--- config.mk ---
export PLATFORM = sky130hd
export DESIGN_NAME = afs_decoder
export DESIGN_NICKNAME = d
export VERILOG_FILES = /design/src/afs_pkg.sv /design/src/afs_decoder.sv
export VERILOG_INCLUDE_DIRS = /design/src
export SDC_FILE = /design/constraint.sdc
export NUM_CORES = 1
export LEC_CHECK = 0
export BUFFER_PORTS_ARGS = -buffer_cell sky130_fd_sc_hd__buf_4
export CAP_MARGIN = 30
export CORE_ASPECT_RATIO = 0.9
export CORE_MARGIN = 2
export CORE_UTILIZATION = 49
export DETAILED_ROUTE_END_ITERATION = 10
export HOLD_SLACK_MARGIN = 0.1
export PLACE_DENSITY = 0.79
export SYNTH_ARGS = -nofsm -noshare
export SYNTH_HDL_FRONTEND = slang
export SYNTH_SLANG_ARGS = --single-unit
export TNS_END_PERCENT = 30
--- constraint.sdc ---
create_clock -name sys_clk -period 1.6 [get_ports sys_clk]
set_input_delay 0.08 -clock sys_clk [delete_from_list [all_inputs] [get_ports sys_clk]]
set_output_delay 0.08 -clock sys_clk [all_outputs]
set_load 0.02 [all_outputs]
--- src/afs_defs.svh ---
// Constants for the acquisition front-end select decoder.
// Assumes inclusion by bare name from any file that decodes the front-end fields.
`ifndef AFS_DEFS_SVH
`define AFS_DEFS_SVH

// ----------------------------------------------------------------
// Register byte addresses
// ----------------------------------------------------------------
`define AFS_ADDR_INSEL     8'h00
`define AFS_ADDR_ENABLE    8'h04
`define AFS_ADDR_STAGE2    8'h08
`define AFS_ADDR_STAGE3G   8'h0c
`define AFS_ADDR_STAGE3O   8'h10
`define AFS_ADDR_SWITCH    8'h14

// ----------------------------------------------------------------
// Field positions
// ----------------------------------------------------------------
`define AFS_REF_BIT        0
`define AFS_MUX_LSB        1
`define AFS_MUX_MSB        5
`define AFS_MUX_MODE       4
`define AFS_MUX_SIGN       3
`define AFS_EN_MOD         0
`define AFS_S1_GAIN_BIT    7
`define AFS_S2_OFF_LSB     0
`define AFS_S2_OFF_MSB     3
`define AFS_S2_GAIN_LSB    4
`define AFS_S2_GAIN_MSB    5
`define AFS_S2_OFF_SIGN    3
`define AFS_S3_OFF_SIGN    6

// ----------------------------------------------------------------
// Reset values and limits
// ----------------------------------------------------------------
`define AFS_RST_INSEL      8'h00
`define AFS_RST_ENABLE     4'h1
`define AFS_RST_STAGE2     6'h00
`define AFS_RST_STAGE3     8'h00
`define AFS_S2_MAG_MAX     3'h5
`define AFS_PAIR_NEG       3'h0
`define AFS_COMMON_REF     3'h0

`endif

--- src/afs_pkg.sv ---
// Types for the acquisition front-end select decoder.
// Assumes afs_defs.svh is available on the include path.
`default_nettype none

package afs_pkg;

    // Input selector configuration.
    typedef enum logic
    {
        AFS_MODE_DIFF,
        AFS_MODE_COMMON
    } afs_mux_mode_t;

    // Stage-two gain selection.
    typedef enum logic [1:0]
    {
        AFS_G2_X1,
        AFS_G2_X2,
        AFS_G2_X5,
        AFS_G2_X10
    } afs_gain2_t;

endpackage

`default_nettype wire

--- src/afs_decoder.sv ---
// Acquisition front-end select decoder: registers plus switch decode.
// Assumes a classic Wishbone master on sys_clk and analog switch arrays
// that take one-hot selects held from flip-flops.
//
// Behaviour
// - Mux mode bit chooses four differential pairs or seven inputs over input 0.
// - Differential, sign clear: pair k, positive input 2k+1, negative input 2k.
// - Differential, sign set: positive and negative of the pair are swapped.
// - Common mode: input n positive, input 0 negative; sign set exchanges them.
// - Reference select 0 picks references 1/0, select 1 picks references 3/2.
// - Enable bits drive modulator and three stages; disabled stages are bypassed.
// - Stage-one gain bit gives unity when 0 and ten when 1.
// - Stage-two gain codes 00,01,10,11 give gains 1,2,5,10.
// - Stage-two offset is sign-magnitude, magnitude 0..5 in steps of 0.2.
// - Stage-three gain code n selects gain n/12.
// - Stage-three offset is sign-magnitude m/12; negative zero is zero.
// - Path runs selector, stage one, two, three, then modulator.
//
// Decided for this implementation: the register addresses and the Wishbone register port.
`timescale 1ns/1ps
`default_nettype none
`include "afs_defs.svh"

module afs_decoder
    import afs_pkg::*;
#(
    parameter int NUM_INPUTS = 8,
    parameter int NUM_REFS   = 4
)
(
    // Clock and reset.
    input  wire logic                  sys_clk,
    input  wire logic                  reset_n,
    // Wishbone slave.
    input  wire logic                  wb_cyc_i,
    input  wire logic                  wb_stb_i,
    input  wire logic                  wb_we_i,
    input  wire logic [7:0]            wb_adr_i,
    input  wire logic [3:0]            wb_sel_i,
    input  wire logic [31:0]           wb_dat_i,
    output logic      [31:0]           wb_dat_o,
    output logic                       wb_ack_o,
    output logic                       wb_err_o,
    // Input selector switches, one-hot.
    output logic [NUM_INPUTS-1:0]      inp_pos_sel,
    output logic [NUM_INPUTS-1:0]      inp_neg_sel,
    // Reference selector switches, one-hot.
    output logic [NUM_REFS-1:0]        ref_pos_sel,
    output logic [NUM_REFS-1:0]        ref_neg_sel,
    // Stage activation and bypass.
    output logic                       modulator_en,
    output logic [2:0]                 stage_en,
    output logic [2:0]                 stage_bypass,
    // Stage-one gain: 0 unity, 1 ten.
    output logic                       stage1_gain_ten,
    // Stage-two gain one-hot {x10,x5,x2,x1}.
    output logic [3:0]                 stage2_gain_oh,
    // Stage-two offset capacitor select: thermometer magnitude and sign.
    output logic [4:0]                 stage2_offset_therm,
    output logic                       stage2_offset_neg,
    // Stage-three gain and offset capacitor words.
    output logic [6:0]                 stage3_gain_word,
    output logic [5:0]                 stage3_offset_mag,
    output logic                       stage3_offset_neg
);

    // ----------------------------------------------------------------
    // Register file
    // ----------------------------------------------------------------
    logic [7:0] input_select_config_q;   // Bit 0 reference, bits 5:1 selector.
    logic [3:0] enable_q;
    logic [5:0] stage2_q;                // Gain in 5:4, offset in 3:0.
    logic [7:0] stage3_gain_q;           // Stage-one gain in 7, stage-three gain 6:0.
    logic [6:0] stage3_offset_q;
    logic       ack_q;
    logic       err_q;
    logic [31:0] rdata_q;

    logic        req;
    logic        wr;
    logic        hit;
    logic [31:0] rdata_d;

    // A request is taken once; a write lands at the edge at which the master
    // samples ack high, while address, data and byte lanes still stand.
    assign req = wb_cyc_i && wb_stb_i && !ack_q && !err_q;
    assign wr  = wb_cyc_i && wb_stb_i && ack_q && wb_we_i && hit;

    // Address decode and read data mux; the switch status word mirrors the
    // decoded outputs so software can see what the arrays are given.
    always_comb
    begin
        hit     = 1'b1;
        rdata_d = 32'h0;
        case (wb_adr_i)
            `AFS_ADDR_INSEL:   rdata_d[7:0] = {2'h0, input_select_config_q[5:0]};
            `AFS_ADDR_ENABLE:  rdata_d[3:0] = enable_q;
            `AFS_ADDR_STAGE2:  rdata_d[5:0] = stage2_q;
            `AFS_ADDR_STAGE3G: rdata_d[7:0] = stage3_gain_q;
            `AFS_ADDR_STAGE3O: rdata_d[6:0] = stage3_offset_q;
            `AFS_ADDR_SWITCH:  rdata_d[23:0] = {ref_pos_sel, ref_neg_sel, inp_pos_sel, inp_neg_sel};
            default:           hit = 1'b0;
        endcase
    end

    // Bus handshake: one wait-free answer the cycle after the request.
    always_ff @(posedge sys_clk)
    begin
        if (!reset_n)
        begin
            ack_q   <= 1'b0;
            err_q   <= 1'b0;
            rdata_q <= 32'h0;
        end
        else
        begin
            ack_q   <= req && hit;
            err_q   <= req && !hit;
            rdata_q <= (req && hit && !wb_we_i) ? rdata_d : 32'h0;
        end
    end

    assign wb_ack_o = ack_q;
    assign wb_err_o = err_q;
    assign wb_dat_o = rdata_q;

    // Register writes, byte lane 0 only; upper bits are ignored.
    always_ff @(posedge sys_clk)
    begin
        if (!reset_n)
        begin
            input_select_config_q <= `AFS_RST_INSEL;
            enable_q              <= `AFS_RST_ENABLE;
            stage2_q              <= `AFS_RST_STAGE2;
            stage3_gain_q         <= `AFS_RST_STAGE3;
            stage3_offset_q       <= 7'h00;
        end
        else if (wr && wb_sel_i[0])
        begin
            case (wb_adr_i)
                `AFS_ADDR_INSEL:   input_select_config_q <= {2'h0, wb_dat_i[5:0]};
                `AFS_ADDR_ENABLE:  enable_q <= wb_dat_i[3:0];
                `AFS_ADDR_STAGE2:  stage2_q <= wb_dat_i[5:0];
                `AFS_ADDR_STAGE3G: stage3_gain_q <= wb_dat_i[7:0];
                `AFS_ADDR_STAGE3O: stage3_offset_q <= wb_dat_i[6:0];
                default:           ;
            endcase
        end
    end

    // ----------------------------------------------------------------
    // Input and reference selector decode
    // ----------------------------------------------------------------
    logic [4:0]    mux;
    afs_mux_mode_t mode;
    logic          sign;
    logic [2:0]    pos_idx;
    logic [2:0]    neg_idx;

    assign mux  = input_select_config_q[`AFS_MUX_MSB:`AFS_MUX_LSB];
    assign mode = afs_mux_mode_t'(mux[`AFS_MUX_MODE]);
    assign sign = mux[`AFS_MUX_SIGN];

    // Pick the positive and negative input indices for the selected mode.
    always_comb
    begin
        case (mode)
            AFS_MODE_DIFF:
            begin
                pos_idx = {mux[1:0], 1'b1};
                neg_idx = {mux[1:0], 1'b0};
                if (sign)
                begin
                    pos_idx = {mux[1:0], 1'b0};
                    neg_idx = {mux[1:0], 1'b1};
                end
            end
            default:
            begin
                pos_idx = sign ? `AFS_COMMON_REF : mux[2:0];
                neg_idx = sign ? mux[2:0] : `AFS_COMMON_REF;
            end
        endcase
    end

    // Register the one-hot switch selects so the arrays see clean levels.
    always_ff @(posedge sys_clk)
    begin
        if (!reset_n)
        begin
            inp_pos_sel <= '0;
            inp_neg_sel <= '0;
            ref_pos_sel <= '0;
            ref_neg_sel <= '0;
        end
        else
        begin
            inp_pos_sel <= NUM_INPUTS'(1) << pos_idx;
            inp_neg_sel <= NUM_INPUTS'(1) << neg_idx;
            ref_pos_sel <= input_select_config_q[`AFS_REF_BIT] ? NUM_REFS'(8) : NUM_REFS'(2);
            ref_neg_sel <= input_select_config_q[`AFS_REF_BIT] ? NUM_REFS'(4) : NUM_REFS'(1);
        end
    end

    // ----------------------------------------------------------------
    // Stage enables and capacitor ratio decode
    // ----------------------------------------------------------------
    logic [2:0] s2_mag;
    logic       s2_valid;
    logic [4:0] s2_therm;

    assign s2_mag   = stage2_q[2:0];
    assign s2_valid = (s2_mag != 3'h0) && (s2_mag <= `AFS_S2_MAG_MAX);

    // Thermometer code: one 0.2 capacitor per magnitude step.
    always_comb
    begin
        s2_therm = 5'h00;
        for (int i = 0; i < 5; i++)
        begin
            if (s2_valid && (3'(i) < s2_mag))
            begin
                s2_therm[i] = 1'b1;
            end
        end
    end

    // Stage enables, bypass switches in series order, gains and offsets.
    always_ff @(posedge sys_clk)
    begin
        if (!reset_n)
        begin
            modulator_en        <= 1'b0;
            stage_en            <= 3'h0;
            stage_bypass        <= 3'h7;
            stage1_gain_ten     <= 1'b0;
            stage2_gain_oh      <= 4'h1;
            stage2_offset_therm <= 5'h00;
            stage2_offset_neg   <= 1'b0;
            stage3_gain_word    <= 7'h00;
            stage3_offset_mag   <= 6'h00;
            stage3_offset_neg   <= 1'b0;
        end
        else
        begin
            modulator_en        <= enable_q[`AFS_EN_MOD];
            stage_en            <= enable_q[3:1];
            stage_bypass        <= ~enable_q[3:1];
            stage1_gain_ten     <= stage3_gain_q[`AFS_S1_GAIN_BIT];
            stage2_gain_oh      <= 4'h1 << stage2_q[`AFS_S2_GAIN_MSB:`AFS_S2_GAIN_LSB];
            stage2_offset_therm <= s2_therm;
            stage2_offset_neg   <= s2_valid && stage2_q[`AFS_S2_OFF_SIGN];
            stage3_gain_word    <= stage3_gain_q[6:0];
            stage3_offset_mag   <= stage3_offset_q[5:0];
            stage3_offset_neg   <= stage3_offset_q[`AFS_S3_OFF_SIGN] && (stage3_offset_q[5:0] != 6'h00);
        end
    end

    // ----------------------------------------------------------------
    // Checks
    // ----------------------------------------------------------------
    diff_pair_a: assert property (@(posedge sys_clk) disable iff (!reset_n)
        (wr && wb_adr_i == `AFS_ADDR_INSEL && wb_sel_i[0] && wb_dat_i[5:4] == 2'b00)
        |=> ##1 (inp_pos_sel == (NUM_INPUTS'(2) << ({1'b0, $past(wb_dat_i[2:1], 2)} * 2))))
        else $error("differential pair positive select wrong");

    diff_swap_a: assert property (@(posedge sys_clk) disable iff (!reset_n)
        (mode == AFS_MODE_DIFF && sign) |=> (inp_pos_sel == (NUM_INPUTS'(1) << {$past(mux[1:0]), 1'b0})))
        else $error("swapped pair positive select wrong");

    common_ref_a: assert property (@(posedge sys_clk) disable iff (!reset_n)
        (mode == AFS_MODE_COMMON && !sign) |=> inp_neg_sel == NUM_INPUTS'(1))
        else $error("common reference not on negative side");

    ref_sel_a: assert property (@(posedge sys_clk) disable iff (!reset_n)
        $rose(input_select_config_q[0]) |=> (ref_pos_sel == NUM_REFS'(8) && ref_neg_sel == NUM_REFS'(4)))
        else $error("reference select wrong");

    bypass_path_a: assert property (@(posedge sys_clk) disable iff (!reset_n)
        ##1 (stage_bypass == ~stage_en))
        else $error("stage bypass not complement of enable");

    stage2_gain_a: assert property (@(posedge sys_clk) disable iff (!reset_n)
        $onehot(stage2_gain_oh))
        else $error("stage two gain not one-hot");

    s2_invalid_a: assert property (@(posedge sys_clk) disable iff (!reset_n)
        (stage2_q[2:0] > 3'h5) |=> (stage2_offset_therm == 5'h00 && !stage2_offset_neg))
        else $error("undefined stage two offset not zeroed");

    s3_negzero_a: assert property (@(posedge sys_clk) disable iff (!reset_n)
        (stage3_offset_q == 7'h40) |=> !stage3_offset_neg)
        else $error("negative zero offset marked negative");

    mod_enable_a: assert property (@(posedge sys_clk) disable iff (!reset_n)
        (wr && wb_adr_i == `AFS_ADDR_ENABLE && wb_sel_i[0]) |=> ##1 (modulator_en == $past(wb_dat_i[0], 2)))
        else $error("modulator enable not following write");

    stage_gain_a: assert property (@(posedge sys_clk) disable iff (!reset_n)
        ##1 ({stage1_gain_ten, stage3_gain_word} == $past(stage3_gain_q)))
        else $error("stage one or three gain not following register");

endmodule // afs_decoder

`default_nettype wire

==> run_results.csv <==
group,metric,value,unit
power_and_ir_drop,seq_power_share,57.2,%
clock_network,htree_levels,3,
finish,antenna_cells,0,
grt,grt_pass1_wl,14.2,mm
routing,wl_per_cell,15.1,microns
synth,synth_most_common_cell,"dfxtp_1",
power_and_ir_drop,clkPwrFrac,37.0,%
power_and_ir_drop,power_frac_comb,5.8,%
clock_network,cts_buffer_depth,2,
routing,dr_wl_met3,643,microns
setup_path,worstPathArrival,1.82,ns
run,drv_cap,0,
routing,wirelength,8.75,mm
routing,top_layer,"met4",
setup_path,cpPeakStageDelay,0.53,ns
timing,period_needed,1.51,ns
setup_path,cp.buffers_inverters,2,
synth,synth_compound_area_share,5.29,%
synth,synth_area_leader_cell,"dfxtp_1",
grt,grt_max_degree,29,
synth,yosysWarnings,0,
power_and_ir_drop,ir_drop,0.497,mV
floorplanning,pin_count,139,
grt,grt_pass1_vias,2809,
synth,synth_adder_area_share,0,%
setup_path,critPathMaxFanout,9,
synth,synth_seq_cells,101,
synth,yosysSeqAreaShare,52.1,%
power_and_ir_drop,p_leak,2.32,nW
grt,grtUsageTotal,21.1,%
place,dp_hpwl,6.43,mm
synth,syn-cell-area,3880,sq um
routing,vias,2954,
setup_path,path_class,"in2reg",
power_and_ir_drop,p_sw_share,24.0,%
floorplanning,die_x,97.8,microns
power_and_ir_drop,powerDensity,898,nW/um^2
setup_path,required,1.91,ns
synth,synth_ff_type,"dfxtp_1",
min_path,hp-class,"in2reg",
clock_network,cts_tree,"yes",
setup_path,end_kind,"flip-flop",
place,dp_cells,551,
grt,grt_overflow,0,
routing,met2WireLength,4.28,mm
place,place_congestion,0.822,
synth,ys_types,49,
synth,synthXorXnorAreaFrac,0.226,%
clock_network,insertion_delay,0.37,ns
timing,tns,0,ns
routing,drt_iter0_markers,206,
setup_path,worstPathCellList,"dlygate4sd3_1, buf_4, nor4_4, and4_1, mux2i_1",
clock_network,cts-buffers-inserted,9,
floorplanning,fp.dieArea,8650,sq um
synth,ys_async_sr_fraction,0,%
floorplanning,rows,30,
synth,synth_edf_count,0,
timing,grt_setup_unrepaired,"no",
routing,drtPass1Iterations,4,
floorplanning,initial_core_util,50.9,%
finish,seqCellArea,2020,sq um
floorplanning,core_area,7620,sq um
setup_path,path_delay_family,"simple AND/OR/NAND/NOR gates",
synth,synth_mux_area_share,12.9,%
clock_network,root_buffer,"clkbuf_8",
routing,ant_nets,0,
timing,period_share,94.3,%
routing,viasPerCell,5.09,
timing,hold_viol_final,0,
power_and_ir_drop,p_switching,1.06,mW
timing,drv_slew,0,
synth,synthTopCellsByCount,"dfxtp_1 (101), nand2_1 (42), inv_1 (32)",
clock_network,clkSinkCount,101,
place,port_buffers,95,
synth,synthSimpleGateAreaFrac,19.7,%
timing,skew,0.0108,ns
finish,nNetsFinal,528,
synth,synthTopCellsByArea,"dfxtp_1 (52%), mux2i_1 (8.0%), buf_4 (4.4%)",
setup_path,r2r_setup_slack,0.16,ns
power_and_ir_drop,cell_internal_pwr,3.35,mW
synth,yosysTopAreaCellShare,52.1,%
finish,layout-drive-gt1-share,29.8,%
timing,timing.fmax,663,MHz
synth,synthesis.instances,376,
run_status,status,"completed",
floorplanning,die_h,88.4,microns
finish,fillers,603,
setup_path,slowest_stage,"dlygate4sd3_1",
routing,m1WireLength,3.66,mm
synth,synth_top_family_by_area,"simple AND/OR/NAND/NOR gates",
finish,area_growth,26.4,%
synth,avgSynthCellArea,10.3,sq um
grt,antenna_found_initial,0,
finish,multi_input_area,1540,sq um
setup_path,start_kind,"input pin",
routing,drcViolationCount,0,
timing,setup_viol,0,
finish,layout.cells.non_filler,580,
clock_network,path_clk_slew,0.09,ns
==> tightest hold or removal path: stages <==
cell	delay (ns)
buf_4	0.08
nand2_1	0.13
mux2i_1	0.15
==> power groups by stage <==
stage	logic, mW	registers, mW	clock network, mW
finish	0.255	2.52	1.63
global route	0.275	2.52	1.75
CTS	0.252	2.52	1.65
detailed placement	0.231	2.58	0
global placement	0.228	2.58	0
floorplan	0.161	2.59	0
==> per-stage QoR <==
step / hold WS [ns] / setup slack, ns / util, % / instance area [sq um] / total power, mW
final: 0.115 / 0.0913 / 64.4 / 4900 / 4.41
after global placement: 0.356 / 0.244 / 60.1 / 4580 / 2.81
after floorplan: 0.219 / 0.326 / - / 3940 / 2.75
after global routing: 0.126 / 0.0298 / 64.4 / 4900 / 4.55
after CTS: 0.105 / 0.0873 / 64.2 / 4890 / 4.42
after detailed placement: 0.364 / 0.181 / 60.1 / 4580 / 2.81
==> area by class of cell <==
cell class	count	area share, %
Multi-Input combinational cell	218	31.4
Sequential cell	101	41.2
Inverter	32	2.45
Tap cell	96	2.45
Timing Repair Buffer	117	18.5
Clock inverter	7	1.51
Clock buffer	9	2.53
==> routing by layer <==
layer / vias to the layer above / global-route usage [%]
li1: 1456 / -
met1: 1369 / 26.4
met2: 114 / 35.5
met3: 15 / 4.66
met4: 0 / 9.85
met5: - / 0
==> registers in the layout, summed over array words and instances, names as in the netlist <==
register               count
wb_ack_o                   1
stage3_gain_word           7
inp_pos_sel                8
stage2_q                   6
enable_q                   4
stage3_offset_q            7
input_select_config_q      6
stage3_offset_mag          6
stage_en                   3
stage2_gain_oh             4
ref_neg_sel                2
wb_err_o                   1
stage1_gain_ten            1
stage_bypass               3
stage3_gain_q              8
stage3_offset_neg          1
stage2_offset_therm        5
stage2_offset_neg          1
modulator_en               1
inp_neg_sel                8
wb_dat_o                  18
==> path summary, 6_finish.rpt <==
kind	startpoint	end	cells after the start
min reg2reg	inp_pos_sel[4]	wb_dat_o[12]	2
max reg2reg	input_select_config_q[5]	inp_neg_sel[2]	3
max	wb_adr_i[3]	enable_q[0]	5
min	wb_dat_i[1]	stage2_q[1]	3
==> placed cells by master (no fill, tap or decap), types with 3 or more instances in the layout <==
master and n:
a211oi_1 3, a21oi_1 7, a22oi_1 6, a32oi_1 3
and2_1 5, and4_1 3, buf_4 106, clkbuf_8 9
conb_1 16, dfxtp_1 101, dlygate4sd3_1 11, inv_1 32
mux2_2 9, mux2i_1 31, mux4_2 4, nand2_1 42
nor2_1 17, nor3_1 22, nor3b_1 5, nor4_1 4
nor4b_1 4, o21a_1 3, o21ai_0 3
==> cell families after synthesis <==
family          Yosys count
simple gates            127
flops                   101
buf+inv                  72
mux                      44
compound gates           30
xor+xnor                  1
other cells               1
==> repair_timing <==
action	in CTS	in global routing
hold endpoints to repair	25	0
gates resized for setup	0	0
hold buffers	11	0
setup buffers	0	2
endpoints found under the setup margin	0	1
Power figures use the tool's default switching activity.
